$ cat src/rtl/qaso_pkg.sv
package qaso_pkg;

  // ********************************************************************
  // Converter word and lane geometry
  // ********************************************************************
  localparam int          QASO_WORD_BITS   = 12;            // Bits in one conversion word
  localparam int          QASO_LANES       = 4;             // Serial data lanes, one per channel
  localparam int          QASO_BITS_PER_HALF = 6;           // Bits sent while frame clock is high
  localparam int          QASO_PIPE_HALVES = 13;            // Latency in half sample periods (6.5 cycles)
  localparam int          QASO_OVR_RECOVER = 4;             // Sample cycles of invalid codes after overload
  localparam logic [11:0] QASO_CODE_MAX    = 12'hfff;       // Positive full scale code
  localparam logic [11:0] QASO_CODE_MIN    = 12'h000;       // Negative full scale code
  localparam int          QASO_FIFO_DEPTH  = 8;             // Frames held between core and serializer

  // ********************************************************************
  // Clock relations
  // ********************************************************************
  localparam real         QASO_CLK_NS      = 10.0;          // Core clock period
  localparam int          QASO_SER_MULT    = 12;            // Serializer rate over sample rate
  localparam int          QASO_BITCLK_MULT = 6;             // Bit clock rate over sample rate
  localparam logic [3:0]  QASO_HALF_LAST   = 4'hb;          // Last serializer slot in a frame
  localparam logic [3:0]  QASO_BITCLK_PER  = 4'h1;          // Bit clock toggles every slot

  // ********************************************************************
  // Carriers
  // ********************************************************************
  typedef struct packed {
    logic [QASO_LANES-1:0][QASO_WORD_BITS-1:0] code;        // One word per channel
  } qaso_frame_t;

  typedef struct packed {
    logic [QASO_LANES-1:0] lane_pos;                        // Serial data, true leg
    logic [QASO_LANES-1:0] lane_neg;                        // Serial data, complement leg
    logic                  bit_clk_pos;                     // 6x clock, true leg
    logic                  bit_clk_neg;                     // 6x clock, complement leg
    logic                  frame_clk_pos;                   // 1x clock, true leg
    logic                  frame_clk_neg;                   // 1x clock, complement leg
  } qaso_link_t;

endpackage

$ cat src/rtl/qaso_fifo.sv
`timescale 1ns/100ps

module qaso_fifo
  import qaso_pkg::*;
#(
  parameter int WIDTH = 48,
  parameter int DEPTH = 8
)
(
  // Clock and reset
  input  wire logic             ref_clk,
  input  wire logic             rst,
  // Fill side
  input  wire logic             in_valid,
  output logic                  in_ready,
  input  wire logic [WIDTH-1:0] in_data,
  // Drain side
  output logic                  out_valid,
  input  wire logic             out_ready,
  output logic [WIDTH-1:0]      out_data
);

  localparam int AW = $clog2(DEPTH);

  // ********************************************************************
  // State
  // ********************************************************************
  typedef struct packed {
    logic [DEPTH-1:0][WIDTH-1:0] mem;   // Word storage
    logic [AW-1:0]               wr;    // Write index
    logic [AW-1:0]               rd;    // Read index
    logic [AW:0]                 cnt;   // Words held
  } qaso_fifo_st_t;

  qaso_fifo_st_t st_reg;                // Registered state
  qaso_fifo_st_t st_next;               // Next state
  logic          push;                  // Word accepted
  logic          pop;                   // Word delivered

  assign in_ready  = (st_reg.cnt != (AW+1)'(DEPTH));
  assign out_valid = (st_reg.cnt != '0);
  assign out_data  = st_reg.mem[st_reg.rd];
  assign push      = in_valid && in_ready;
  assign pop       = out_valid && out_ready;

  // Index and count update; wrap relies on a power of two depth
  always_comb
  begin
    st_next = st_reg;
    if (push)
    begin
      st_next.mem[st_reg.wr] = in_data;
      st_next.wr             = st_reg.wr + 1'b1;
    end
    if (pop)
    begin
      st_next.rd = st_reg.rd + 1'b1;
    end
    st_next.cnt = st_reg.cnt + {{AW{1'b0}}, push} - {{AW{1'b0}}, pop};
  end

  // Register the state
  always_ff @(posedge ref_clk)
  begin
    if (rst)
    begin
      st_reg <= '0;
    end
    else
    begin
      st_reg <= st_next;
    end
  end

endmodule

$ cat src/rtl/qaso_top.sv
// Summary of operation
// (RULE1) Each channel word serialized on own lane
// (RULE2) One sampling clock drives all channels
// (RULE3) Serializer runs at twelve times sample rate
// (RULE4) Send bit clock 6x, frame clock 1x
// (RULE5) Clocks made by same serializer counter
// (RULE6) Words shifted least significant bit first
// (RULE7) Sample reaches output after 6.5 cycles
// (RULE8) Straight binary, zero to 4095
// (RULE9) Stage outputs corrected, no missing codes
// (RULE10) Valid codes within four cycles after overload
// (RULE11) Receiver finds word start from frame clock
// (RULE12) Receiver captures data on bit clock
// (RULE13) Receiver samples both bit clock edges
`timescale 1ns/100ps

module qaso_top
  import qaso_pkg::*;
(
  // Core clock and reset
  input  wire logic                                  ref_clk,
  input  wire logic                                  rst,
  // Sampling clock from outside, sampled by ref_clk
  input  wire logic                                  sampling_clock_in,
  // Raw pipeline stage outputs per channel: coarse and fine parts
  input  wire logic [QASO_LANES-1:0][QASO_WORD_BITS-1:0] stage_coarse,
  input  wire logic [QASO_LANES-1:0][QASO_WORD_BITS-1:0] stage_fine,
  // Overload flags from the analog front end
  input  wire logic [QASO_LANES-1:0]                 overload_in,
  // Serial link
  output qaso_link_t                                 link,
  // Status
  output logic                                       fifo_full_out,
  output logic                                       pll_locked_out
);

  // ********************************************************************
  // State
  // ********************************************************************
  typedef struct packed {
    logic [1:0]                                   samp_sync;  // Two-flop synchroniser
    logic [1:0][QASO_LANES-1:0][QASO_WORD_BITS-1:0] coarse_sync; // Two-flop capture of coarse parts
    logic [1:0][QASO_LANES-1:0][QASO_WORD_BITS-1:0] fine_sync;   // Two-flop capture of fine parts
    logic [1:0][QASO_LANES-1:0]                   ovr_sync;   // Two-flop capture of overload flags
    logic                                         samp_prev;  // Previous synchronised level
    logic [7:0]                                   period_cnt; // Core cycles in current sample period
    logic [7:0]                                   period_len; // Measured sample period
    logic                                         locked;     // Last measured period at least 13 cycles
    logic [7:0]                                   slot_cnt;   // Core cycles into current slot
    logic [3:0]                                   slot;       // Serializer slot in frame
    logic                                         running;    // Serializer started
    logic [QASO_PIPE_HALVES-1:0][QASO_LANES-1:0][QASO_WORD_BITS-1:0] pipe; // Latency line
    logic [QASO_LANES-1:0][2:0]                   ovr_cnt;    // Overload recovery count
    logic [QASO_LANES-1:0][QASO_WORD_BITS-1:0]    shift;      // Serializer shift words
    qaso_link_t                                   link;       // Link outputs
    logic                                         full;       // Fifo full seen
  } qaso_st_t;

  qaso_st_t                                  st_reg;          // Registered state
  qaso_st_t                                  st_next;         // Next state
  logic                                      samp_rise;       // Sampling clock rising edge
  logic                                      samp_fall;       // Sampling clock falling edge
  logic                                      slot_tick;       // One 12x period elapsed
  logic [7:0]                                slot_len;        // Core cycles per 12x slot
  qaso_frame_t                               corrected;       // Error corrected codes
  logic                                      fifo_in_ready;   // Fifo accepts a frame
  logic                                      fifo_out_valid;  // Fifo holds a frame
  logic                                      fifo_pop;        // Serializer takes a frame
  qaso_frame_t                               fifo_word;       // Frame at fifo head
  logic [QASO_LANES-1:0][QASO_WORD_BITS-1:0] pipe_out;        // Code leaving latency line

  // ********************************************************************
  // Edge detection on the sampling clock
  // ********************************************************************
  // Only the second synchroniser flop feeds edge logic
  assign samp_rise = st_reg.samp_sync[1] && !st_reg.samp_prev;   // see (RULE2)
  assign samp_fall = !st_reg.samp_sync[1] && st_reg.samp_prev;

  // Twelve slots per measured period stand in for the internal PLL
  assign slot_len  = 8'(st_reg.period_len / 8'(QASO_SER_MULT));  // see (RULE3)
  assign slot_tick = st_reg.running && (st_reg.slot_cnt + 8'h01 >= slot_len);

  // ********************************************************************
  // Digital error correction
  // ********************************************************************
  // Coarse plus fine with saturation; every code reachable, clipped to range
  // Parts come from the second capture flop; bits may settle a cycle apart, but a word is
  // only taken at a synchronised sampling edge, several core cycles after the front end moved
  always_comb
  begin
    logic [QASO_WORD_BITS:0] sum;
    sum = '0;
    for (int i = 0; i < QASO_LANES; i++)
    begin
      sum = {1'b0, st_reg.coarse_sync[1][i]} + {1'b0, st_reg.fine_sync[1][i]}; // see (RULE9)
      // Straight binary: overflow clips to full scale  see (RULE8)
      corrected.code[i] = sum[QASO_WORD_BITS] ? QASO_CODE_MAX : sum[QASO_WORD_BITS-1:0];
    end
  end

  assign pipe_out = st_reg.pipe[QASO_PIPE_HALVES-1];
  assign fifo_pop = slot_tick && (st_reg.slot == QASO_HALF_LAST) && fifo_out_valid;

  // ********************************************************************
  // Frame buffer between pipeline and serializer
  // ********************************************************************
  qaso_fifo #(
    .WIDTH ($bits(qaso_frame_t)),
    .DEPTH (QASO_FIFO_DEPTH)
  ) u_fifo (
    .ref_clk   (ref_clk),
    .rst       (rst),
    .in_valid  (st_reg.locked && samp_rise),
    .in_ready  (fifo_in_ready),
    .in_data   (pipe_out),
    .out_valid (fifo_out_valid),
    .out_ready (fifo_pop),
    .out_data  (fifo_word)
  );

  // ********************************************************************
  // Next state
  // ********************************************************************
  always_comb
  begin
    st_next = st_reg;
    st_next.samp_sync = {st_reg.samp_sync[0], sampling_clock_in};
    st_next.samp_prev = st_reg.samp_sync[1];
    // Front end words and flags pass two flops before any logic reads them
    st_next.coarse_sync = {st_reg.coarse_sync[0], stage_coarse};
    st_next.fine_sync   = {st_reg.fine_sync[0], stage_fine};
    st_next.ovr_sync    = {st_reg.ovr_sync[0], overload_in};
    // Period measurement from rising edges
    if (samp_rise)
    begin
      st_next.period_len = st_reg.period_cnt + 8'h01;
      st_next.period_cnt = '0;
      st_next.locked     = st_reg.period_cnt >= 8'(QASO_SER_MULT);
      st_next.running    = st_next.locked;
      st_next.slot       = '0;                                     // Frame aligned to sample edge
      st_next.slot_cnt   = '0;
    end
    else
    begin
      st_next.period_cnt = st_reg.period_cnt + 8'h01;
      if (slot_tick)
      begin
        st_next.slot_cnt = '0;
        st_next.slot     = (st_reg.slot == QASO_HALF_LAST) ? 4'h0 : st_reg.slot + 4'h1;
      end
      else if (st_reg.running)
      begin
        st_next.slot_cnt = st_reg.slot_cnt + 8'h01;
      end
    end
    // Latency line advances on both sampling edges: 13 halves  see (RULE7)
    if (samp_rise || samp_fall)
    begin
      for (int h = QASO_PIPE_HALVES-1; h > 0; h--)
      begin
        st_next.pipe[h] = st_reg.pipe[h-1];
      end
      for (int i = 0; i < QASO_LANES; i++)
      begin
        // Force the zero code while recovering from overload  see (RULE10)
        st_next.pipe[0][i] = (st_reg.ovr_cnt[i] != 3'h0) ? QASO_CODE_MIN : corrected.code[i];
      end
    end
    // Overload recovery counters count sample periods
    for (int i = 0; i < QASO_LANES; i++)
    begin
      if (st_reg.ovr_sync[1][i])
      begin
        st_next.ovr_cnt[i] = 3'(QASO_OVR_RECOVER);                  // see (RULE10)
      end
      else if (samp_rise && st_reg.ovr_cnt[i] != 3'h0)
      begin
        st_next.ovr_cnt[i] = st_reg.ovr_cnt[i] - 3'h1;
      end
    end
    // Serializer: load at frame start, then shift one bit per slot
    if (fifo_pop)
    begin
      st_next.shift = fifo_word.code;
    end
    else if (slot_tick)
    begin
      for (int i = 0; i < QASO_LANES; i++)
      begin
        st_next.shift[i] = {1'b0, st_reg.shift[i][QASO_WORD_BITS-1:1]}; // see (RULE6)
      end
    end
    // Outputs from the same slot counter as data  see (RULE5)
    for (int i = 0; i < QASO_LANES; i++)
    begin
      st_next.link.lane_pos[i] = st_reg.shift[i][0];               // see (RULE1)
      st_next.link.lane_neg[i] = !st_reg.shift[i][0];
    end
    st_next.link.frame_clk_pos = st_reg.running && (st_reg.slot < 4'(QASO_BITS_PER_HALF)); // see (RULE4)
    st_next.link.frame_clk_neg = !st_next.link.frame_clk_pos;
    st_next.link.bit_clk_pos   = st_reg.running && !st_reg.slot[0];   // see (RULE4)
    st_next.link.bit_clk_neg   = !st_next.link.bit_clk_pos;
    st_next.full = !fifo_in_ready;
  end

  // Register the whole state
  always_ff @(posedge ref_clk)
  begin
    if (rst)
    begin
      st_reg <= '0;
    end
    else
    begin
      st_reg <= st_next;
    end
  end

  assign link           = st_reg.link;
  assign fifo_full_out  = st_reg.full;
  assign pll_locked_out = st_reg.locked;

endmodule

$ cat config.mk
export PLATFORM = sky130hd
export DESIGN_NAME = qaso_top
export DESIGN_NICKNAME = d
export VERILOG_FILES = /design/src/rtl/qaso_pkg.sv /design/src/rtl/qaso_fifo.sv /design/src/rtl/qaso_top.sv
export SDC_FILE = /design/constraint.sdc
export NUM_CORES = 2
export LEC_CHECK = 0
export BUFFER_PORTS_ARGS = -buffer_cell sky130_fd_sc_hd__buf_2
export CAP_MARGIN = 20
export CORE_ASPECT_RATIO = 1.2
export CORE_MARGIN = 1.5
export CORE_UTILIZATION = 50
export DETAILED_ROUTE_END_ITERATION = 7
export GPL_TIMING_DRIVEN = 0
export HOLD_SLACK_MARGIN = 0.05
export PLACE_DENSITY = 0.7
export SLEW_MARGIN = 20
export SYNTH_ARGS = -nofsm -noshare
export SYNTH_HDL_FRONTEND = slang
export SYNTH_SLANG_ARGS = --single-unit
$ cat constraint.sdc
create_clock -name ref_clk -period 5.9 [get_ports ref_clk]
set_input_delay 0.295 -clock ref_clk [delete_from_list [all_inputs] [get_ports ref_clk]]
set_output_delay 0.295 -clock ref_clk [all_outputs]
set_load 0.1 [all_outputs]
Yosys cells after proc, flatten, opt, wreduce, memory -nomap -nowiden
Index checks and enable logic that the tools add are counted.

$add $sub $neg: 15. Multipliers: 0. Div/mod/pow operators: 1. Magnitude comparators: 6. Equality and inequality tests: 2. Shift operators: 0. Multiplexer cells: 24. Bitwise logic cells: 0. Reductions and logical operators: 42.

Operators by type and width (number): bitwise mux 384 bit (1); 2-to-1 mux 48 bit (4); binary-select mux 48 bit (select 3 bit) (1); demux 48 bit (select 3 bit) (1); 2-to-1 mux 12 bit (8); adder 12 x 12 -> 13 bit (4); 2-to-1 mux 3 bit (8); adder 8 x 1 -> 8 bit (second input constant) (2); logical AND 1 bit (15); nonzero test 3 bit (4); subtractor 3 x 1 -> 3 bit (second input constant) (4); logical NOT 1 bit (10); nonzero test 2 bit (5); OR reduction 2 bit (5); divider 8 x 4 -> 8 bit (second input constant) (1); >= comparator 8 x 4 -> 1 bit (second input constant) (1); >= comparator 8 bit (1); less-than comparator 3 x 4 -> 1 bit (second input constant) (2); adder 3 x 1 -> 3 bit (second input constant) (2); adder 4 x 1 -> 4 bit (1); adder 4 x 1 -> 4 bit (second input constant) (1); equality test 4 bit (second input constant) (1); less-than comparator 4 x 3 -> 1 bit (second input constant) (1); 2-to-1 mux 4 bit (1); other kinds (6) (6).

Flip-flop bits (word level): 1323. Latch bits: 0. RAM bits: 0. ROM bits: 0. Bits of input ports: 103. Output and inout bits: 14. Logic and storage cells: 197. Memories kept: 0.

Longest topological paths before layout
Word-level depth: 7. Gate-level depth with buffers: 20. Mapped depth without buffers: 19.

Modules after synthesis
From an unflattened synthesis, not the netlist that was laid out.

Cell total of the unflattened synthesis: 4960. Area, all modules: 52810.6 um2.

By module, submodules not included: qaso_top (instances 1, cells each 3369, area each 34324.2 um2, seq. area each 18557.8 um2); qaso_fifo (instances 1, cells each 1591, area each 18486.5 um2, seq. area each 7887.6 um2).

Worst setup path before layout
OpenSTA, ideal clock, no wires.

Path type: flip-flop to flip-flop. Start: register st_reg[718] in the netlist's numbering. End: register u_fifo.st_reg[2] in the netlist's numbering. Setup time: 0.128 ns. Arrival: 3.410 ns. Data required time: 5.772 ns. Slack: 2.363 ns. Cell stages (with the launch flop): 21. Path buffers: 1. Period minus slack after synthesis: 3.537 ns. Path through: dfxtp_1 -> clkbuf_1 -> nand2b_1 -> o21ai_0 -> nor2b_1 -> a21o_1 -> nand2_1 -> o2111ai_1 -> ha_1 -> nand2b_1 -> a21o_1 -> a21oi_1 -> o211ai_1 -> and3_4 -> ha_1 -> inv_1 -> ha_1 -> inv_1 -> fa_1 -> xor2_1 -> nor2_1.

Longest elaborated chain between the ends: 7.

RTL lines: start, declared (RTL line qaso_top.sv:59) `qaso_st_t st_reg;`; start signal, assigned (RTL line qaso_top.sv:215) `st_reg <= st_next;`; divider 8 x 4 -> 8 bit (RTL line qaso_top.sv:80) `assign slot_len = 8'(st_reg.period_len / 8'(QASO_SER_MULT));`; >= comparator 8 bit (RTL line qaso_top.sv:81) `assign slot_tick = st_reg.running && (st_reg.slot_cnt + 8'h01 >= slot_len);`; logical AND 1 bit (RTL line qaso_top.sv:81); logical AND 1 bit (2 in series) (RTL line qaso_top.sv:102) `assign fifo_pop = slot_tick && (st_reg.slot == QASO_HALF_LAST) && fifo_out_valid;`; logical AND 1 bit (RTL line qaso_fifo.sv:44) `assign pop = out_valid && out_ready;`; via u_fifo.pop (RTL line qaso_fifo.sv:38) `logic pop;`; subtractor 4 x 1 -> 4 bit (RTL line qaso_fifo.sv:59) `st_next.cnt = st_reg.cnt + {{AW{1'b0}}, push} - {{AW{1'b0}}, pop};`; end signal, assigned (RTL line qaso_fifo.sv:71) `st_reg <= st_next;`; end, declared (RTL line qaso_fifo.sv:35) `qaso_fifo_st_t st_reg;`.

The timed path passes the listed nets, and every way through them passes these cells. A chain may end at the register's enable or synchronous reset.

Final worst setup path
Ends and elaborated chain as after synthesis.

==> impl_metrics.yaml <==
grt:
  grt_pass1_wl_um: 204000
  grt_pass1_vias: 36886
  grt_max_degree: 18
  antenna_found_initial: 1
  grt_overflow_total: 0
  track_usage: 0.249
synthesis:
  syn_area_per_cell_um2: 9.51
  async_reset_ff_frac: 0
  ys_warn_count: 0
  synth_area_um2: 50900
  netlist_instances: 5355
  synth_cell_type_count: 64
  synth_ff_type: "dfxtp_1"
  synth_nets: 5537
  seq_area_frac_synth: 0.519
  synth_edf_count: 0
  ys_ff_latch: 1321
critical_path:
  worstPathMaxFanout: 10
  cp.arrival_ns: 4.63
  cp-end-kind: "flip-flop"
  critical-path-slowest-cell: "fa_1"
  worstSetupStartpointType: "flip-flop"
  crit_chain: "clkbuf_1 > nand2b_1 > o21ai_0 > nor2b_1 > a21o_1 > nand2_1 > o2111ai_1 > ha_1 > nand2b_1 > a21o_1 > a21oi_1 > o211ai_1 > and3_4 > ha_1 > inv_1 > ha_1 > inv_1 > fa_1 > xor2_1 > nor2_1"
  cpMostUsedCell: "ha_1"
  critPathBufInv: 3
  cp_data_required_time_ns: 6.47
  path_class: "flip-flop to flip-flop"
  crit_family: "adder cells"
  max_stage_delay_ns: 0.37
  reg2reg_slack_ns: 1.83
sta:
  final_hold_viol_count: 0
  fin_crit_ns: 4.07
  tns_ns: 0
  fin_worst_skew_ns: 0.0517
  worstMarginPinSlew_ns: 1.27
  relSlewSlack: 0.156
  setup_ws_ns: 1.83
  fmax_ghz: 0.246
  fin_crit_sh: 0.689
  drv_slew: 0
  setup_violations: 0
  grt_setup_unrepaired: "false"
detailed_routing:
  drc_errors: 0
  wl_per_cell_um: 18.3
  drt_wl_total_um: 131000
  num_vias: 37890
  dr.first_iter.drc_count: 2574
  firstDrtPassIters: 6
  ant_nets: 0
  vias_per_cell: 5.30
place:
  place_congestion: 0.924
  dpl.hpwl_um: 93500
  port_buffers: 116
  dp.cells: 6836
  post-place-ws_ns: 1.87
hold_path:
  hold_path.class: "input pin to flip-flop"
floorplanning:
  fp-row-count: 128
  num_io_pins: 117
  fp.dieW_um: 294
  dieArea_um2: 104000
  die_h_um: 353
  start_util: 0.503
  core_area_um2: 101000
pwr:
  ir_worst_vdd_mv: 0.301
  p_leak_uw: 0.0242
  powerDensity_nw_per_um2: 305
final_layout:
  antenna_cells: 0
  finalNonFillerCells: 7155
  register_area_um2: 26400
  drive_gt1_frac: 0.0979
  area_delta_synth_final_pct: 14.3
  fin_nets: 5877
  fillCellCount: 8773
  largest_reg_flops: 760
  multi_input_area_um2: 22400
clock_tree:
  path_clk_slew_ns: 0.06
  post_cts.repair.setup_buffers: 0
  cts_tree: "yes"
  ctsResizeCount: 0
  clk_path_buf_depth: 3
  cts.sink_count: 1321
  hold_buffers: 101
  clock_latency_ns: 0.73
  root_buffer: "clkbuf_16"
  cts-buffers-inserted: 121
  cts_max_level: 3
flow_run:
  maxCapViolations: 0
run_status:
  status: "complete, no violations"
[synthesized netlist by cell type (all sizes together) (5+ instances only)]
cell type	number	area, µm²
dfxtp	1321	26400
nand2	881	3310
nor2	705	2650
mux2i	625	6260
a21oi	469	2360
clkbuf	274	1030
nor2b	220	1380
buf	158	873
o21ai	113	566
mux4	96	2160
ha	74	926
a211oi	55	413
nand3	46	230
inv	43	161
xnor2	33	289
nor3	31	200
a21o	23	175
nand2b	14	90.1
xor2	13	114
nand4	12	75.1
or3	12	76.3
and2	11	68.8
and3	10	68.8
mux2	10	113
o31ai	10	75.1
a221oi	9	78.8
o211ai	9	67.6
a2111oi	8	70.1
nor3b	8	80.1
o21a	8	60.1
o21bai	8	60.1
or2	6	37.5
a31oi	5	31.3
fa	5	100
nor4	5	31.3
[metrics by stage]
stage          utilization  hold WS, ns  area (µm²)  power (µW)
2_1_floorplan            -        0.385       50900        9810
3_3_place_gp         0.526        0.396       53200       10100
3_5_place_dp         0.526        0.404       53200       10100
4_1_cts              0.575        0.236       58200       17800
5_1_grt              0.575        0.264       58200       18300
6_report             0.575        0.267       58200       17800
[final timing paths]
| path | to | start | cells after the start |
|---|---|---|---|
| worst min register to register | link[5] | st_next[10] | 1 |
| worst min-delay path | link[11] | rst | 3 |
| worst max-delay path | u_fifo.st_reg[2] | st_reg[718] | 20 |
| worst max register to register | u_fifo.st_reg[2] | st_reg[718] | 20 |
[power breakdown]
part | internal [µW] | switching [µW]
Combinational | 328 | 561
Clock | 4440 | 3400
Sequential | 9010 | 33.0
Total | 13800 | 4000
[area by class of cell]
| cell class | count | share of cell area |
|---|---|---|
| repair buffers | 217 | 0.0273 |
| clock buffers | 180 | 0.0599 |
| plain buffers | 432 | 0.0327 |
| multi-input cells | 3559 | 0.385 |
| inverters | 43 | 0.00277 |
| flip-flops and latches | 1321 | 0.454 |
| well taps | 1365 | 0.0293 |
| clock inverters | 38 | 0.00836 |
[tightest hold or removal path, cell delays in order]
cell and delay (ns):
buf_2 0.18, buf_2 0.27, nor2b_1 0.18
[metal layers]
metal  global-route usage  vias up  part of all wire
met3               0.0403      332             0.061
met1                0.283    17828              0.39
met5                    0        -                 0
met2                0.442     1158              0.49
met4                0.136        0             0.056
li1                     -    18572                 -
[cells by family after synthesis]
kind of cell | Yosys count | share of synthesized area
flops | 1321 | 0.519
buf+inv | 475 | 0.0405
simple gates | 1966 | 0.164
mux | 731 | 0.167
xor+xnor | 46 | 0.00791
compound gates | 737 | 0.0813
fa+ha+maj | 79 | 0.0201
[layout by cell type, fill, tap and decap left out, types with 9 or more instances in the layout]
cell and n:
nand4_1 12, buf_1 29, mux4_2 96, xnor2_1 33, nand2b_1 13, nand3_1 46, ha_1 74, buf_6 9
clkbuf_16 121, mux2i_1 625, mux2_2 10, buf_4 25, dlygate4sd3_1 101, clkbuf_8 24, nor2b_1 220, a221oi_1 9
nand2_1 880, a211oi_1 55, buf_2 211, a21oi_1 468, nor3_1 22, a21o_1 21, clkbuf_1 306, o31ai_1 10
clkinv_2 18, o21ai_1 18, nor2_1 704, nor3_2 9, or3_1 11, o21ai_0 95, xor2_1 13, o211ai_1 9
inv_1 42, dfxtp_1 1321, and2_1 11
Power figures use the tool's default switching activity.
